## src/lnb_diag_regs.svh

```systemverilog
// Purpose: constants for the supply diagnostic and protection block
// Assumes: 200 MHz core clock
// Notes: interval timings, control reset value and bus addresses live here
`ifndef LNB_DIAG_REGS_SVH
`define LNB_DIAG_REGS_SVH

`define CLK_KHZ 200000
`define TON_MS 90
`define TOFF_MS 900
`define SINK_TMO_MS 10
`define TON_CYC (`TON_MS * `CLK_KHZ)
`define TOFF_CYC (`TOFF_MS * `CLK_KHZ)
`define SINK_TMO_CYC (`SINK_TMO_MS * `CLK_KHZ)

`define CTRL_RESET 8'h00
`define ADDR_LO 7'h08
`define ADDR_HI 7'h09

`endif

```

## src/lnb_diag_pkg.sv

```systemverilog
// Purpose: types shared by the diagnostic block
// Assumes: nothing
// Notes: control byte is {reserved[3:0], comp, vsel[2:0]}
package lnb_diag_pkg;

   typedef struct packed {
      logic [3:0] rsvd;
      logic comp;
      logic [2:0] vsel;
   } ctrl_t;

   typedef struct packed {
      logic [2:0] rsvd;
      logic power_not_good_flag;
      logic sink_overcurrent_flag;
      logic output_low_flag;
      logic overtemp_flag;
      logic overload_flag;
   } status_t;

   typedef enum logic [2:0] {
      BUS_IDLE = 3'b000,
      BUS_ADDR = 3'b001,
      BUS_ADDR_ACK = 3'b010,
      BUS_WRITE = 3'b011,
      BUS_WRITE_ACK = 3'b100,
      BUS_READ = 3'b101,
      BUS_READ_ACK = 3'b110
   } bus_state_t;

   typedef enum logic [1:0] {
      OL_NORMAL = 2'b00,
      OL_ON = 2'b01,
      OL_OFF = 2'b10
   } ol_state_t;

endpackage

```

## src/interval_timer.sv

```systemverilog
// Purpose: cycle counter that pulses when a run lasts len cycles
// Assumes: len_i at least 1
// Notes: restarts after each pulse, so a long run pulses periodically
`timescale 1ns/1ps
`default_nettype none
module interval_timer #(
   parameter int W = 32
) (
   // clock and reset
   input wire logic clk_i,
   input wire logic arst_n_i,
   // control
   input wire logic run_i,
   input wire logic clear_i,
   input wire logic [W-1:0] len_i,
   // result
   output logic done_o
);
   logic [W-1:0] cnt_r;
   logic [W-1:0] cnt_nxt;
   wire last = (cnt_r == len_i - W'(1));

   assign done_o = run_i & ~clear_i & last;
   assign cnt_nxt = (clear_i | ~run_i | last) ? '0 : cnt_r + W'(1);

   always_ff @(posedge clk_i or negedge arst_n_i) begin
      if (!arst_n_i) begin
         cnt_r <= '0;
      end else begin
         cnt_r <= cnt_nxt;
      end
   end
endmodule
`default_nettype wire

```

## src/lnb_supply_diag_protection.sv

```systemverilog
// Purpose: host control byte, latched and live diagnostics, protection sequencing
// Assumes: analog detectors arrive as asynchronous levels
// Notes: serial bus slave is built in; one control and one status byte
`timescale 1ns/1ps
`default_nettype none
`include "lnb_diag_regs.svh"
module lnb_supply_diag_protection #(
   parameter logic [31:0] TON_CYC = `TON_CYC,
   parameter logic [31:0] TOFF_CYC = `TOFF_CYC,
   parameter logic [31:0] SINK_TMO_CYC = `SINK_TMO_CYC,
   parameter logic [6:0] ADDR_LO = `ADDR_LO,
   parameter logic [6:0] ADDR_HI = `ADDR_HI
) (
   // clock and reset
   input wire logic clk_i,
   input wire logic arst_n_i,
   // serial bus pins
   input wire logic scl_i,
   input wire logic sda_i,
   output logic sda_o,
   output logic sda_oe_o,
   input wire logic addr_sel_i,
   // analog detectors
   input wire logic uvlo_i,
   input wire logic low_supply_detect_i,
   input wire logic overtemp_i,
   input wire logic overload_i,
   input wire logic vout_below_i,
   input wire logic sink_oc_i,
   // power controls
   output lnb_diag_pkg::ctrl_t ctrl_o,
   output logic boost_en_o,
   output logic regulator_en_o,
   // diagnostics
   output lnb_diag_pkg::status_t status_o
);
   import lnb_diag_pkg::*;

   // ----------------------------------------
   // input synchronisers
   // ----------------------------------------
   localparam int NSYNC = 9;
   logic [NSYNC-1:0] meta_r;
   logic [NSYNC-1:0] sync_r;
   wire [NSYNC-1:0] raw = {scl_i, sda_i, addr_sel_i, uvlo_i, low_supply_detect_i,
                           overtemp_i, overload_i, vout_below_i, sink_oc_i};

   always_ff @(posedge clk_i or negedge arst_n_i) begin
      if (!arst_n_i) begin
         // bus lines reset to their idle high level, so no false edge follows reset
         meta_r <= 9'h180;
         sync_r <= 9'h180;
      end else begin
         meta_r <= raw;
         sync_r <= meta_r;
      end
   end

   wire scl_s = sync_r[8];
   wire sda_s = sync_r[7];
   wire addr_sel_s = sync_r[6];
   wire uvlo_s = sync_r[5];
   wire lsd_s = sync_r[4];
   wire hot_s = sync_r[3];
   wire ol_s = sync_r[2];
   wire vlow_s = sync_r[1];
   wire sink_s = sync_r[0];

   // ----------------------------------------
   // bus condition detection
   // ----------------------------------------
   logic scl_d_r;
   logic sda_d_r;

   always_ff @(posedge clk_i or negedge arst_n_i) begin
      if (!arst_n_i) begin
         scl_d_r <= 1'b1;
         sda_d_r <= 1'b1;
      end else begin
         scl_d_r <= scl_s;
         sda_d_r <= sda_s;
      end
   end

   wire scl_rise = scl_s & ~scl_d_r;
   wire scl_fall = ~scl_s & scl_d_r;
   wire start_cond = scl_s & scl_d_r & sda_d_r & ~sda_s;
   wire stop_cond = scl_s & scl_d_r & ~sda_d_r & sda_s;

   // ----------------------------------------
   // serial slave state
   // ----------------------------------------
   bus_state_t bus_r;
   bus_state_t bus_nxt;
   logic [7:0] shift_r;
   logic [7:0] shift_nxt;
   logic [7:0] tx_r;
   logic [7:0] tx_nxt;
   logic [3:0] bit_r;
   logic [3:0] bit_nxt;
   logic rw_r;
   logic rw_nxt;
   logic ack_r;
   logic ack_nxt;
   logic oe_r;
   logic oe_nxt;
   logic wr_stb;
   logic rd_done;
   ctrl_t ctrl_r;
   status_t status_r;

   // two selectable addresses
   wire [6:0] my_addr = addr_sel_s ? ADDR_HI : ADDR_LO;
   wire addr_hit = (shift_r[7:1] == my_addr);

   always_comb begin
      bus_nxt = bus_r;
      shift_nxt = shift_r;
      tx_nxt = tx_r;
      bit_nxt = bit_r;
      rw_nxt = rw_r;
      ack_nxt = ack_r;
      oe_nxt = oe_r;
      wr_stb = 1'b0;
      rd_done = 1'b0;
      if (uvlo_s) begin
         // lockout: slave stays deaf and releases the line
         bus_nxt = BUS_IDLE;
         oe_nxt = 1'b0;
      end else if (stop_cond) begin
         bus_nxt = BUS_IDLE;
         oe_nxt = 1'b0;
      end else if (start_cond) begin
         bus_nxt = BUS_ADDR;
         bit_nxt = 4'h0;
         oe_nxt = 1'b0;
      end else if (scl_rise) begin
         case (bus_r)
            BUS_ADDR, BUS_WRITE: begin
               shift_nxt = {shift_r[6:0], sda_s};
               bit_nxt = bit_r + 4'h1;
            end
            BUS_READ: begin
               bit_nxt = bit_r + 4'h1;
            end
            BUS_READ_ACK: begin
               ack_nxt = ~sda_s;
            end
            default: begin
               bit_nxt = bit_r;
            end
         endcase
      end else if (scl_fall) begin
         case (bus_r)
            BUS_ADDR: begin
               if (bit_r == 4'h8) begin
                  if (addr_hit) begin
                     bus_nxt = BUS_ADDR_ACK;
                     rw_nxt = shift_r[0];
                     oe_nxt = 1'b1;
                  end else begin
                     bus_nxt = BUS_IDLE;
                  end
               end
            end
            BUS_ADDR_ACK: begin
               bit_nxt = 4'h0;
               if (rw_r) begin
                  bus_nxt = BUS_READ;
                  tx_nxt = status_r;
                  oe_nxt = ~status_r[7];
               end else begin
                  bus_nxt = BUS_WRITE;
                  oe_nxt = 1'b0;
               end
            end
            BUS_WRITE: begin
               if (bit_r == 4'h8) begin
                  bus_nxt = BUS_WRITE_ACK;
                  wr_stb = 1'b1;
                  oe_nxt = 1'b1;
               end
            end
            BUS_WRITE_ACK: begin
               bus_nxt = BUS_WRITE;
               bit_nxt = 4'h0;
               oe_nxt = 1'b0;
            end
            BUS_READ: begin
               if (bit_r == 4'h8) begin
                  bus_nxt = BUS_READ_ACK;
                  oe_nxt = 1'b0;
                  rd_done = 1'b1;
               end else begin
                  tx_nxt = {tx_r[6:0], 1'b0};
                  oe_nxt = ~tx_r[6];
               end
            end
            BUS_READ_ACK: begin
               bit_nxt = 4'h0;
               if (ack_r) begin
                  // repeated reads return a fresh snapshot
                  bus_nxt = BUS_READ;
                  tx_nxt = status_r;
                  oe_nxt = ~status_r[7];
               end else begin
                  bus_nxt = BUS_IDLE;
               end
            end
            default: begin
               bus_nxt = BUS_IDLE;
            end
         endcase
      end
   end

   always_ff @(posedge clk_i or negedge arst_n_i) begin
      if (!arst_n_i) begin
         bus_r <= BUS_IDLE;
         shift_r <= 8'h00;
         tx_r <= 8'h00;
         bit_r <= 4'h0;
         rw_r <= 1'b0;
         ack_r <= 1'b0;
         oe_r <= 1'b0;
      end else begin
         bus_r <= bus_nxt;
         shift_r <= shift_nxt;
         tx_r <= tx_nxt;
         bit_r <= bit_nxt;
         rw_r <= rw_nxt;
         ack_r <= ack_nxt;
         oe_r <= oe_nxt;
      end
   end

   assign sda_o = 1'b0;
   assign sda_oe_o = oe_r;

   // ----------------------------------------
   // control byte
   // ----------------------------------------
   ctrl_t ctrl_nxt;

   // lockout wins over a write landing in the same cycle
   assign ctrl_nxt = uvlo_s ? ctrl_t'(`CTRL_RESET) :
                     wr_stb ? ctrl_t'({4'h0, shift_r[3:0]}) : ctrl_r;

   always_ff @(posedge clk_i or negedge arst_n_i) begin
      if (!arst_n_i) begin
         ctrl_r <= ctrl_t'(`CTRL_RESET);
      end else begin
         ctrl_r <= ctrl_nxt;
      end
   end

   assign ctrl_o = ctrl_r;
   // voltage code zero keeps the output off
   wire out_on = (ctrl_r.vsel != 3'b000);

   // ----------------------------------------
   // overload on/off sequencing
   // ----------------------------------------
   ol_state_t ol_r;
   ol_state_t ol_nxt;
   logic ol_seen_r;
   logic ol_seen_nxt;
   logic ol_tick;
   logic ol_set;
   wire ol_timing = (ol_r != OL_NORMAL);
   wire ol_restart = (ol_nxt != ol_r);
   wire [31:0] ol_len = (ol_r == OL_OFF) ? TOFF_CYC : TON_CYC;

   interval_timer #(.W(32)) u_ol_timer (
      .clk_i(clk_i),
      .arst_n_i(arst_n_i),
      .run_i(ol_timing),
      .clear_i(1'b0),
      .len_i(ol_len),
      .done_o(ol_tick)
   );

   always_comb begin
      ol_nxt = ol_r;
      ol_seen_nxt = ol_seen_r | ol_s;
      ol_set = 1'b0;
      case (ol_r)
         OL_NORMAL: begin
            ol_seen_nxt = 1'b0;
            if (ol_s & out_on) begin
               ol_nxt = OL_ON;
            end
         end
         OL_ON: begin
            if (ol_tick) begin
               if (ol_seen_r | ol_s) begin
                  ol_nxt = OL_OFF;
                  ol_set = 1'b1;
               end else begin
                  ol_nxt = OL_NORMAL;
               end
            end
         end
         OL_OFF: begin
            // detector is blind while off; judge only the next on-interval
            ol_seen_nxt = 1'b0;
            if (ol_tick) begin
               ol_nxt = OL_ON;
            end
         end
         default: begin
            ol_nxt = OL_NORMAL;
         end
      endcase
      if (!out_on) begin
         ol_nxt = OL_NORMAL;
      end
   end

   always_ff @(posedge clk_i or negedge arst_n_i) begin
      if (!arst_n_i) begin
         ol_r <= OL_NORMAL;
         ol_seen_r <= 1'b0;
      end else begin
         ol_r <= ol_nxt;
         ol_seen_r <= ol_restart ? 1'b0 : ol_seen_nxt;
      end
   end

   // ----------------------------------------
   // sink overcurrent persistence
   // ----------------------------------------
   logic sink_tick;
   logic sink_flag_r;

   interval_timer #(.W(32)) u_sink_timer (
      .clk_i(clk_i),
      .arst_n_i(arst_n_i),
      .run_i(sink_s),
      .clear_i(1'b0),
      .len_i(SINK_TMO_CYC),
      .done_o(sink_tick)
   );

   always_ff @(posedge clk_i or negedge arst_n_i) begin
      if (!arst_n_i) begin
         sink_flag_r <= 1'b0;
      end else begin
         sink_flag_r <= sink_s & (sink_flag_r | sink_tick);
      end
   end

   // ----------------------------------------
   // status flags
   // ----------------------------------------
   function automatic logic latch_flag(input logic cur, input logic set, input logic cause,
                                       input logic rd);
      // set beats clear; read clears only once the cause is gone
      latch_flag = set | (cur & ~(rd & ~cause));
   endfunction

   status_t status_nxt;
   wire ol_cause = ol_timing;

   always_comb begin
      status_nxt = '0;
      status_nxt.overload_flag = latch_flag(status_r.overload_flag, ol_set,
                                            ol_cause, rd_done);
      status_nxt.overtemp_flag = latch_flag(status_r.overtemp_flag, hot_s,
                                            hot_s, rd_done);
      status_nxt.power_not_good_flag = latch_flag(status_r.power_not_good_flag, lsd_s,
                                                  lsd_s, rd_done);
      status_nxt.output_low_flag = out_on & vlow_s;
      status_nxt.sink_overcurrent_flag = sink_flag_r;
   end

   always_ff @(posedge clk_i or negedge arst_n_i) begin
      if (!arst_n_i) begin
         status_r <= '0;
      end else begin
         status_r <= status_nxt;
      end
   end

   assign status_o = status_r;

   // ----------------------------------------
   // power block enables
   // ----------------------------------------
   logic boost_en_r;
   logic reg_en_r;

   always_ff @(posedge clk_i or negedge arst_n_i) begin
      if (!arst_n_i) begin
         boost_en_r <= 1'b0;
         reg_en_r <= 1'b0;
      end else begin
         boost_en_r <= out_on & ~hot_s;
         reg_en_r <= out_on & ~hot_s & (ol_nxt != OL_OFF);
      end
   end

   assign boost_en_o = boost_en_r;
   assign regulator_en_o = reg_en_r;

endmodule
`default_nettype wire

```

## config.mk

```make
export PLATFORM = sky130hd
export DESIGN_NAME = lnb_supply_diag_protection
export DESIGN_NICKNAME = d
export VERILOG_FILES = /design/src/lnb_diag_pkg.sv /design/src/interval_timer.sv /design/src/lnb_supply_diag_protection.sv
export VERILOG_INCLUDE_DIRS = /design/src
export SDC_FILE = /design/constraint.sdc
export NUM_CORES = 1
export LEC_CHECK = 0
export BUFFER_PORTS_ARGS = -buffer_cell sky130_fd_sc_hd__buf_2
export CORE_MARGIN = 5
export CORE_UTILIZATION = 45
export CTS_BUF_LIST = sky130_fd_sc_hd__clkbuf_8
export CTS_CLUSTER_SIZE = 14
export DETAILED_ROUTE_END_ITERATION = 16
export PLACE_DENSITY = 0.68
export RECOVER_POWER = 100
export SKIP_CTS_REPAIR_TIMING = 1
export SLEW_MARGIN = 5
export SYNTH_ARGS = -nofsm -noshare
export SYNTH_HDL_FRONTEND = slang
export SYNTH_SLANG_ARGS = --single-unit
```

## constraint.sdc

```tcl
create_clock -name clk_i -period 1.91 [get_ports clk_i]
set_input_delay 0 -clock clk_i [delete_from_list [all_inputs] [get_ports clk_i]]
set_output_delay 0 -clock clk_i [all_outputs]
set_load 0.02 [all_outputs]
```

# After elaboration in Yosys (flattened, before gate mapping)
# Cells that the tools add are included.
[word_totals] reg_bits=128 in_bits=11 output_inout_bits=20 elab_cells=180
[op_classes] n_addsub=4 eq_ne=24 mux=63 bitwise_logic=43 n_reduce_logical=20
[ops] cell="32-bit by 1-bit adder with 32-bit output, second input constant" n=2
[ops] cell="32-bit two-way mux" n=2
[ops] cell="32-bit by 21-bit == test with 1-bit output, second input constant" n=1
[ops] cell="32-bit == test" n=1
[ops] cell="1-bit two-way mux" n=30
[ops] cell="3-bit two-way mux" n=10
[ops] cell="28-bit by 1-bit subtractor with 29-bit output, second input constant" n=1
[ops] cell="28-bit two-way mux" n=1
[ops] cell="5-bit != test, second input constant" n=5
[ops] cell="7-bit two-way mux" n=3
[ops] cell="7-bit case mux with 3 select lines" n=1
[ops] cell="1-bit AND" n=20
[ops] cell="4-bit two-way mux" n=5
[ops] cell="5-bit AND reduction" n=4
[ops] cell="3-bit case mux with 6 select lines" n=1
[ops] cell="8-bit two-way mux" n=2
[ops] cell="1-bit inverter" n=16
[ops] cell="2-bit two-way mux" n=6
[ops] cell="3-bit nonzero test" n=4
[ops] cell="3-bit == test, second input constant" n=3
[ops] cell="9-bit AND reduction" n=1
[ops] cell="9-bit nonzero test" n=1
[ops] cell="2-bit != test, second input constant" n=4
[ops] cell="8-bit AND reduction" n=1
[ops] cell="19 further kinds" n=29

# Longest topological paths before layout
# Gate-level depths: netlist of the first run.
[logic_depth] ltp_word=12 depth_mapped=7 ltp_nobuf=7

# Cells and area by module
# From an unflattened synthesis of the first run, not the netlist that was laid out.
[hier_totals] cells_unflattened=876 area_unflattened_um2=8323.0
[modules_own_cells] mod="interval_timer" n_inst=2 cells_per_inst=325 area_per_inst_um2=2817.7 seq_area_each_um2=800.8
[modules_own_cells] mod="lnb_supply_diag_protection" n_inst=1 cells_per_inst=226 area_per_inst_um2=2687.6 seq_area_each_um2=1508.9

# Worst setup path after synthesis of the first run
# No wires, ideal clock.
[synth_timing] path_type="register -> register" startpoint="reg u_ol_timer.cnt_r[0]" endpoint="reg ol_r[0]" setup_time_ns=0.086 t_arrival_ns=1.994 t_required_ns=1.824 path_slack_ns=-0.170 stages_incl_launch_ff=7 n_path_buf=0 synth_period_minus_slack_ns=2.080 path_cell_list="dfrtp_1 > ha_1 > nand3_1 > or2_2 > a2111oi_4 > mux2_2 > nor3_1"
[synth_between] elab_chain_len=5
[synth_rtl] item="start: declaration" line_no="interval_timer.sv:19" source="logic [W-1:0] cnt_r;"
[synth_rtl] item="start signal: assignment" line_no="interval_timer.sv:30" source="cnt_r <= cnt_nxt;"
[synth_rtl] item="32-bit == test (*)" line_no="interval_timer.sv:21" source="wire last = (cnt_r == len_i - W'(1));"
[synth_rtl] item="1-bit AND (*)" line_no="interval_timer.sv:23" source="assign done_o = run_i & ~clear_i & last;"
[synth_rtl] item="2-bit two-way mux, on equally long branches" line_no="lnb_supply_diag_protection.sv:307, lnb_supply_diag_protection.sv:295"
[synth_rtl] item="2-bit case mux with 3 select lines (*)" line_no="lnb_supply_diag_protection.sv:287" source="case (ol_r)"
[synth_rtl] item="2-bit two-way mux (*)" line_no="lnb_supply_diag_protection.sv:315" source="if (!out_on) begin"
[synth_rtl] item="net ol_nxt[0]" line_no="lnb_supply_diag_protection.sv:265" source="ol_state_t ol_nxt;"
[synth_rtl] item="end signal: assignment" line_no="lnb_supply_diag_protection.sv:325" source="ol_r <= ol_nxt;"
[synth_rtl] item="end: declaration" line_no="lnb_supply_diag_protection.sv:264" source="ol_state_t ol_r;"
# Mark *: on every way through the listed nets, which the timed path passes. The rest lies on a longest branch.
# A chain may end at the register's enable or synchronous reset.

# Worst setup path after layout of the first run
[layout_timing] startpoint="reg u_ol_timer.cnt_r[19]" endpoint="reg reg_en_r (netlist: regulator_en_o)"
[layout_between] elab_chain_len=7
[layout_rtl] item="32-bit == test (*)" line_no="interval_timer.sv:21"
[layout_rtl] item="1-bit AND (*)" line_no="interval_timer.sv:23"
[layout_rtl] item="2-bit two-way mux, on equally long branches" line_no="lnb_supply_diag_protection.sv:307, lnb_supply_diag_protection.sv:295"
[layout_rtl] item="2-bit case mux with 3 select lines (*)" line_no="lnb_supply_diag_protection.sv:287"
[layout_rtl] item="2-bit two-way mux (*)" line_no="lnb_supply_diag_protection.sv:315"
[layout_rtl] item="2-bit != test (*)" line_no="lnb_supply_diag_protection.sv:399" source="reg_en_r <= out_on & ~hot_s & (ol_nxt != OL_OFF);"
[layout_rtl] item="1-bit AND (*)" line_no="lnb_supply_diag_protection.sv:399"
[layout_rtl] item="end signal: assignment" line_no="lnb_supply_diag_protection.sv:399"
[layout_rtl] item="end: declaration" line_no="lnb_supply_diag_protection.sv:391" source="logic reg_en_r;"
# Mark *: on every way between the ends. The rest lies on a longest branch, timed or not.

==> results by group, run 1 <==
Place
  – Final HPWL DP: 8540 um
  – Buffers on Ports: 22
  – Dpl cell area: 0.00673 mm2
  – Pre-CTS setup slack: -0.144 ns
  – Cells after DPL: 831
  – Routability cong.: 0.864

GRT
  – Grt total ovfl: 0
  – Largest net degree at the start of global routing: 125
  – First-pass GRT wire length: 21,300 um
  – Antenna violations before repair: 0
  – Total track usage: 16.4%
  – Vias in the first global route: 4,640

Die
  – I/O pin cnt: 31
  – Die width: 125 um
  – Core footprint: 0.0131 mm2
  – Initial Utilization: 45.4%
  – Row cnt: 42
  – Die area: 0.0156 mm2
  – Chip Height: 125 um

STA
  – Final setup vio count: 36
  – Final Critical Period: 1.99 ns
  – Slew headroom: -1.77%
  – Setup Skew: 0.0113 ns
  – Final period utilization: 104%
  – Final Hold Viols: 0
  – Final hold slack: 0.192 ns
  – Setup ws final: -0.0829 ns
  – Fin. max-slew vios: 124
  – RSZ-0062 raised after global routing: true
  – Worst Tran Pin Value: 1.53 ns
  – Fmax: 502 MHz

Logic synthesis
  – Async S/R FF share, synth: 100%
  – Top cells by area, synth: dfrtp_1 50%, xor2_1 6.5%, nor2_1 5.1%
  – Seq cells post-synth: 124
  – Number of warnings issued by yosys: 0
  – Post-synth top area share: 49.7%
  – Post-synth EDFFs: 0
  – Synth Instances: 581
  – Mapped Area: 0.00594 mm2
  – Largest area contributor in the netlist: dfrtp_1
  – Synth Flop Type: dfrtp_1
  – Sequential area share after synthesis: 52.4%
  – Library cells used by synthesis: 55
  – Syn avg cell area: 10.2 um2

Outcome
  – Outcome: complete, but fails checks
  – Failing checks: max-slew violations, negative setup slack

Detailed routing
  – Detail-routed via count per cell: 5.25
  – Via count: 4,598
  – Drt total wl: 12,400 um
  – DR iter-0 viols: 325
  – Routed len/inst: 14.2 um
  – Routed Antenna Nets: 0
  – Drt first pass iters: 5
  – DRC errors left: 0

CTS
  – CTS max path bufs: 2
  – Clk slew on worst S/H paths: 0.07 ns
  – Clk_lat worst skew: 0.45 ns
  – Root Buffer: clkbuf_8
  – Max H-tree Level: 4
  – Num CTS Buffers: 17
  – Clock Sinks: 124
  – Clock tree from TritonCTS: yes

Hold path
  – Worst hold path class: input port to flop
  – Worst Hold Depth: 2
  – Hold EP: meta_r[0]
  – Min-delay src: sink_oc_i

Finish
  – Filler instances: 1,110
  – Ant diodes: 0
  – Nets: 706
  – Ratio of cells with drive above 1 in the final layout: 23.4%
  – Area Overhead vs Synth: 24.5%
  – Core Util, Final: 56.5%
  – Final cell count without fillers: 876
  – Post-route cell area: 0.00739 mm2

Critical path
  – Reg-to-Reg Start: u_ol_timer.cnt_r[19]
  – Arr. time, crit path: 2.38 ns
  – Worst Reg-to-Reg Cells: 7
  – Crit path launch type: flop
  – Reg-to-reg endpoint: regulator_en_o
  – R2R Setup Slk: -0.08 ns
  – CP Class: flop to flop
  – Worst Path Required: 2.29 ns
  – Crit path capture type: flop
  – Max FO, Critical Path: 3

Power and ir drop
  – Max VDD drop: 0.452 mV
  – Power Dens Cells: 762 mW/mm2
  – Leakage: 3.26 nW

Job
  – Max-Cap Viols: 0
## worst max path at each step
stage | startpoint | end | slack, ns
CTS | u_ol_timer.cnt_r[24] | regulator_en_o | -0.19
floorplan | u_ol_timer.cnt_r[24] | u_ol_timer.cnt_r[4] | -0.03
global route | u_ol_timer.cnt_r[19] | regulator_en_o | -0.17
global placement | u_ol_timer.cnt_r[24] | regulator_en_o | -0.05
finish | u_ol_timer.cnt_r[19] | regulator_en_o | -0.08
detailed placement | u_ol_timer.cnt_r[24] | regulator_en_o | -0.14
## layout make-up
class                   count  area (um2)  share of cell area [%]
repair buffers            103         763                    10.3
multi-input cells         426        2780                    37.7
clock inverters            15         221                    3.00
clock buffers              17         234                    3.17
flip-flops and latches    124        3110                    42.1
well taps                 176         220                    2.98
inverters                  15        56.3                   0.762
## per-stage QoR
stage	total power, mW	setup TNS (ns)
floorplan	2.93	-0.951
global placement	3.04	-0.0891
detailed placement	3.04	-0.388
CTS	5.68	-0.688
global route	5.85	-5.94
finish	5.63	-1.28
## sequential cells by signal (all words and copies together) (netlist names), 2 cells and up
register / count
ol_r: 2
shift_r: 8
meta_r: 9
bit_r: 4
tx_r: 7
bus_r: 3
ctrl_o: 4
status_o: 5
u_sink_timer.cnt_r: 32
sync_r: 9
u_ol_timer.cnt_r: 32
## synthesized netlist by cell type, types with 5 or more instances
cell,count
nor3_1,14
and3_1,11
inv_1,14
mux2_2,16
dfstp_2,6
nand3_1,46
nor2b_1,9
nand2_1,49
dfrtp_1,118
clkbuf_1,11
ha_1,8
xor2_1,44
nor4_1,17
and2_1,8
a21oi_1,10
nor2_1,81
o21ai_0,12
nand4_1,19
mux2i_1,9
xnor2_1,16
buf_4,8
nand2b_1,5
## worst max-delay path, stage by stage (launching register included)
cell and delay [ns]:
dfrtp_1 0.41, nor4bb_1 0.28, nand4_1 0.18, a2111oi_4 0.41
buf_4 0.18, buf_6 0.10, mux2i_4 0.22, and2_1 0.15
## placed cells by master, fill, tap and decap left out, drive strengths merged, types with 15 or more instances in the layout
cell type and count:
dfrtp 118, nor2 81, buf 72, nand2 49, nand3 46, xor2 44
clkbuf 38, nand4 19, nor4 17, xnor2 16, mux2 16, inv 15
nor3 15
## power by group
group | leakage, nW | switching (mW) | internal (mW)
clock | 0.230 | 1.07 | 1.55
combinational | 1.37 | 0.137 | 0.109
sequential | 1.66 | 0.0609 | 2.69
total | 3.26 | 1.27 | 4.36
## routing by layer
layer	track usage (%)	part of all wire, %	vias to the layer above
li1	-	-	2209
met1	20.9	45	2273
met2	26.9	49	96
met3	4.07	4.3	20
met4	6.44	1.7	0
met5	0	0	-
## kinds of logic after synthesis
| kind of cell | Yosys count | synth area share, % |
|---|---|---|
| simple gates | 280 | 23.6 |
| flops | 124 | 52.4 |
| xor+xnor | 60 | 8.85 |
| compound gates | 45 | 5.57 |
| buf+inv | 38 | 3.31 |
| mux | 25 | 4.55 |
| fa+ha+maj | 8 | 1.69 |
| other cells | 1 | 0.0632 |
Power figures use the tool's default switching activity.
==> inputs of run 2 (changes only) <==
GPL_ROUTABILITY_DRIVEN = 0   (was unset)
PLACE_DENSITY = 0.65   (was 0.68)
==> results by group, run 2 (same netlist as run 1, synthesis figures left out) <==
Job
  – Max-Cap Viols: 0 (unchanged)

STA
  – Final period utilization: 104% (-0.30 points)
  – Final Hold Viols: 0 (unchanged)
  – Final Critical Period: 1.99 ns (-0.00574 ns)
  – Fmax: 503 MHz (+0.29%)
  – Worst Tran Pin Value: 0.698 ns (-0.829 ns)
  – Setup ws final: -0.0771 ns (+0.00574 ns)
  – Slew headroom: 53.5% (+55 points)
  – Fin. max-slew vios: 0 (-100%)
  – RSZ-0062 raised after global routing: true
  – Final setup vio count: 3 (-92%)
  – TNS Setup: -0.158 ns (+1.13 ns)
  – Setup Skew: 0.00943 ns (-0.00192 ns)

Power and ir drop
  – Switching Power: 1.31 mW (+3.1%)
  – Clock Power Share: 47.3% (+0.6 points)
  – Max VDD drop: 0.415 mV (-8.3%)
  – Leakage: 3.23 nW (-0.94%)
  – Power Dens Cells: 779 mW/mm2 (+2.3%)
  – Total Power: 5.69 mW (+1.1%)
  – Sequential Power Share: 48.6% (-0.3 points)
  – Switching Fraction: 23.1% (+0.45 points)
  – Int Power: 4.38 mW (+0.47%)
  – Combinational power share: 4.2% (-0.2 points)

Place
  – Final HPWL DP: 8650 um (+1.3%)
  – Buffers on Ports: 22 (unchanged)

GRT
  – Largest net degree at the start of global routing: 52 (-58%)
  – Total track usage: 16.3% (-0.059 points)
  – Vias in the first global route: 4,541 (-2.1%)
  – Grt total ovfl: 0 (unchanged)
  – Antenna violations before repair: 0 (unchanged)
  – First-pass GRT wire length: 21,000 um (-1.1%)

Finish
  – Ant diodes: 0 (unchanged)
  – Ratio of cells with drive above 1 in the final layout: 21.5% (-2.0 points)
  – Nets: 705 (-0.14%)
  – Highest-count cells in the layout ignoring fill and taps: 116 x dfrtp_1, 79 x nor2_1, 58 x buf_4
  – Area Overhead vs Synth: 23.0%
  – Core Util, Final: 55.8% (-0.70 points)
  – Commonest non-fill, non-tap cell in the layout: dfrtp_1
  – Largest regs: u_ol_timer.cnt_r: 32 flops, u_sink_timer.cnt_r: 32 flops
  – Filler instances: 1,123 (+1.2%)

Critical path
  – Worst Path Required: 2.28 ns (about the same)
  – Slowest-stage cell, CP: dfrtp_1
  – CP delay by family, top: simple AND/OR/NAND/NOR gates
  – CP peak stage delay: 0.40 ns (about the same)
  – CP bufs+invs: 2 (unchanged)
  – CP Class: flop to flop
  – Max FO, Critical Path: 3 (unchanged)
  – Arr. time, crit path: 2.36 ns (-0.02 ns)
  – Crit path capture type: flop
  – Crit path launch type: flop
  – CP cell instances: nor4bb_2 > nand4_1 > a2111oi_4 > buf_4 > buf_6 > mux2i_2 > and2_1

CTS
  – Clk_lat worst skew: 0.43 ns (-0.02 ns)
  – CTS max path bufs: 2 (unchanged)
  – Clk slew on worst S/H paths: 0.08 ns (about the same)
  – Clock tree from TritonCTS: yes
  – Clock Sinks: 124 (unchanged)
  – Root Buffer: clkbuf_8
  – Num CTS Buffers: 17 (unchanged)
  – Max H-tree Level: 4 (unchanged)

Die
  – Die width: 125 um (unchanged)
  – Initial Utilization: 45.4% (unchanged)
  – Core footprint: 0.0131 mm2 (unchanged)
  – Row cnt: 42 (unchanged)
  – Die area: 0.0156 mm2 (unchanged)
  – I/O pin cnt: 31 (unchanged)
  – Chip Height: 125 um (unchanged)

Detailed routing
  – Routed Antenna Nets: 0 (unchanged)
  – Drt total wl: 12,200 um (-1.4%)
  – Routed len/inst: 14.0 um (-1.2%)
  – Detail-routed via count per cell: 5.16 (-1.8%)
  – DRC errors left: 0 (unchanged)
  – Drt first pass iters: 4 (-1)
  – DR iter-0 viols: 182 (-44%)
  – Via count: 4,512 (-1.9%)

Outcome
  – Failing checks: negative setup slack
  – Outcome: complete, but fails checks

Hold path
  – Worst hold path class: input port to asynchronous set/reset pin
## run 2: path summary, 6_finish.rpt
path,from,endpoint,slack [ns],cells past startpoint
max in group asynchronous,arst_n_i,u_sink_timer.cnt_r[14],0.57,3
hold / removal,arst_n_i,bus_r[0],0.14,2
hold reg to reg,meta_r[1],sync_r[1],0.35,0
min in group clk_i,addr_sel_i,meta_r[6],0.21,2
setup / recovery,u_ol_timer.cnt_r[19],regulator_en_o,-0.08,7
setup reg to reg,u_ol_timer.cnt_r[19],regulator_en_o,-0.08,7
## run 2: routing by layer
metal | track usage [%] | vias to the layer above | routed length, um
li1 | - | 2200 | -
met1 | 20.5 | 2218 | 5570
met2 | 26.9 | 72 | 6030
met3 | 4.07 | 22 | 412
met4 | 6.82 | 0 | 223
met5 | 0 | - | 0
## run 2: area by class of cell
cell class	count	area [um2]	share of cell area (%)
well taps	176	220	3.02
multi-input cells	426	2720	37.3
clock buffers	17	234	3.21
inverters	15	56.3	0.771
flip-flops and latches	124	3110	42.7
repair buffers	102	719	9.86
clock inverters	15	235	3.22
## run 2: power by group through the flow
stage          logic [mW]  clock network, mW  registers (mW)
2_1_floorplan       0.146                  0            2.79
6_report            0.237               2.69            2.76
5_1_grt             0.270               2.88            2.77
4_1_cts             0.237               2.77            2.76
3_3_place_gp        0.231                  0            2.81
3_5_place_dp        0.236                  0            2.81
## run 2: worst reg2reg max path, cell delays in order (launching register included)
cell	delay, ns
dfrtp_1	0.40
nor4bb_2	0.30
nand4_1	0.17
a2111oi_4	0.40
buf_4	0.19
buf_6	0.10
mux2i_2	0.22
and2_1	0.14
## run 2: stage by stage
| stage | cell area, um2 | worst slack [ns] | hold slack [ns] | std cells |
|---|---|---|---|---|
| after floorplan | 5990 | -0.0315 | -0.296 | 588 |
| after global placement | 6750 | -0.0571 | -0.0512 | 831 |
| after detailed placement | 6750 | -0.0881 | -0.0484 | 831 |
| after CTS | 7220 | -0.138 | -0.539 | 863 |
| after global routing | 7300 | -0.156 | 0.181 | 875 |
| final | 7300 | -0.0771 | 0.137 | 875 |
==> inputs of run 3 (changes only) <==
CORE_MARGIN = 8   (was 5)
==> results by group, run 3 (same netlist as run 1, synthesis figures left out) <==
Outcome
  – Outcome: complete, but fails checks
  – Failing checks: negative setup slack

STA
  – Fmax: 490 MHz (-2.6%)
  – Slew headroom: 26.2% (-27 points)
  – Final period utilization: 107% (+2.8 points)
  – Fin. max-slew vios: 0 (unchanged)
  – Setup ws final: -0.131 ns (-0.0541 ns)
  – Final Hold Viols: 0 (unchanged)
  – Final hold slack: 0.197 ns (+0.0601 ns)
  – RSZ-0062 raised after global routing: true
  – Final Critical Period: 2.04 ns (+0.0541 ns)
  – Worst Tran Pin Value: 1.11 ns (+0.409 ns)
  – Final setup vio count: 40 (+37)
  – Setup Skew: 0.00657 ns (-0.00286 ns)

CTS
  – Num CTS Buffers: 17 (unchanged)
  – Clock tree from TritonCTS: yes
  – CTS max path bufs: 2 (unchanged)
  – Clock Sinks: 124 (unchanged)
  – Clk_lat worst skew: 0.44 ns (about the same)
  – Clk slew on worst S/H paths: 0.07 ns (about the same)
  – Root Buffer: clkbuf_8
  – Max H-tree Level: 4 (unchanged)

Place
  – Final HPWL DP: 8720 um (+0.78%)
  – Buffers on Ports: 22 (unchanged)
  – Dpl cell area: 0.00675 mm2 (unchanged)
  – Pre-CTS setup slack: -0.126 ns (-0.0376 ns)

Power and ir drop
  – Leakage: 3.23 nW (about the same)
  – Power Dens Cells: 742 mW/mm2 (-4.8%)
  – Total Power: 5.51 mW (-3.1%)
  – Max VDD drop: 0.511 mV (+23%)

Finish
  – Highest-count cells in the layout ignoring fill and taps: 116 x dfrtp_1, 55 x buf_4, 49 x nand2_1
  – Reg area: 0.00311 mm2 (unchanged)
  – Ratio of cells with drive above 1 in the final layout: 25.6% (+4.1 points)
  – Largest regs: u_ol_timer.cnt_r: 32 flops, u_sink_timer.cnt_r: 32 flops
  – Ant diodes: 0 (unchanged)
  – Commonest non-fill, non-tap cell in the layout: dfrtp_1
  – Area Overhead vs Synth: 25.3%
  – Nets: 706 (+0.14%)
  – Filler instances: 1,125 (+0.18%)
  – Core Util, Final: 56.8% (+1.0 points)
  – Post-route cell area: 0.00743 mm2 (+1.9%)
  – Footprint of the multi-input gates: 0.00283 mm2 (+4.1%)

Critical path
  – Arr. time, crit path: 2.42 ns (+0.06 ns)
  – Worst Path Required: 2.29 ns (about the same)
  – Crit path launch type: flop
  – Max FO, Critical Path: 3 (unchanged)
  – CP Class: flop to flop
  – Crit path capture type: flop

Job
  – Max-Cap Viols: 0 (unchanged)

Hold path
  – Worst hold path class: input port to flop

Detailed routing
  – Drt first pass iters: 5 (+1)
  – Via count: 4,586 (+1.6%)
  – Routed len/inst: 14.3 um (+2.0%)
  – Detail-routed via count per cell: 5.24 (+1.5%)
  – DR iter-0 viols: 226 (+24%)
  – Drt total wl: 12,500 um (+2.1%)
  – Routed Antenna Nets: 0 (unchanged)
  – DRC errors left: 0 (unchanged)

Die
  – Die width: 131 um (+4.8%)
  – Initial Utilization: 45.4% (unchanged)
  – I/O pin cnt: 31 (unchanged)
  – Die area: 0.0171 mm2 (+9.8%)
  – Chip Height: 131 um (+4.8%)
  – Core footprint: 0.0131 mm2 (unchanged)
  – Row cnt: 42 (unchanged)

GRT
  – Largest net degree at the start of global routing: 48 (-7.7%)
  – Antenna violations before repair: 0 (unchanged)
  – Grt total ovfl: 0 (unchanged)
  – Vias in the first global route: 4,556 (+0.33%)
  – First-pass GRT wire length: 21,000 um (-0.39%)
  – Total track usage: 15.4% (-0.89 points)
==> run 3: through the flow <==
step,cells,TNS [ns]
6_report,876,-2.21
5_1_grt,876,-8.61
4_1_cts,863,-0.435
3_5_place_dp,831,-0.326
3_3_place_gp,831,-0.135
2_1_floorplan,588,-0.951
==> run 3: cell type report <==
class                   count  share of cell area (%)
well taps                 176                    2.96
clock inverters            14                    2.63
inverters                  15                   0.757
clock buffers              18                    3.33
multi-input cells         426                    38.1
repair buffers            103                    10.4
flip-flops and latches    124                    41.9
==> run 3: critical path, cell delays in order, from the launching register on <==
cell and delay, ns:
dfrtp_1 0.40, nor4bb_2 0.34, nand4_1 0.18, a2111oi_4 0.41, buf_4 0.19, buf_6 0.10
mux2i_2 0.20, and2_1 0.15
==> run 3: final timing paths <==
| path | endpoint | slack (ns) | depth (start not counted) | startpoint |
|---|---|---|---|---|
| min | meta_r[2] | 0.20 | 2 | overload_i |
| max reg2reg | regulator_en_o | -0.13 | 7 | u_ol_timer.cnt_r[13] |
| min reg2reg | sync_r[5] | 0.34 | 0 | meta_r[5] |
| max in group asynchronous | u_ol_timer.cnt_r[9] | 0.36 | 3 | arst_n_i |
| max | regulator_en_o | -0.13 | 7 | u_ol_timer.cnt_r[13] |
| min in group asynchronous | bit_r[3] | 0.29 | 2 | arst_n_i |
==> run 3: per-layer routing <==
layer | up-vias | GRT usage (%) | wire, um
met2 | 89 | 25.3 | 6110
met1 | 2267 | 18.9 | 5580
met5 | - | 0 | 0
met4 | 0 | 7.09 | 241
met3 | 19 | 3.81 | 560
li1 | 2211 | - | -
==> run 3: power breakdown <==
group          internal (mW)  switching (mW)
registers               2.69          0.0643
logic                  0.109           0.138
clock network           1.46            1.05
total                   4.26            1.25
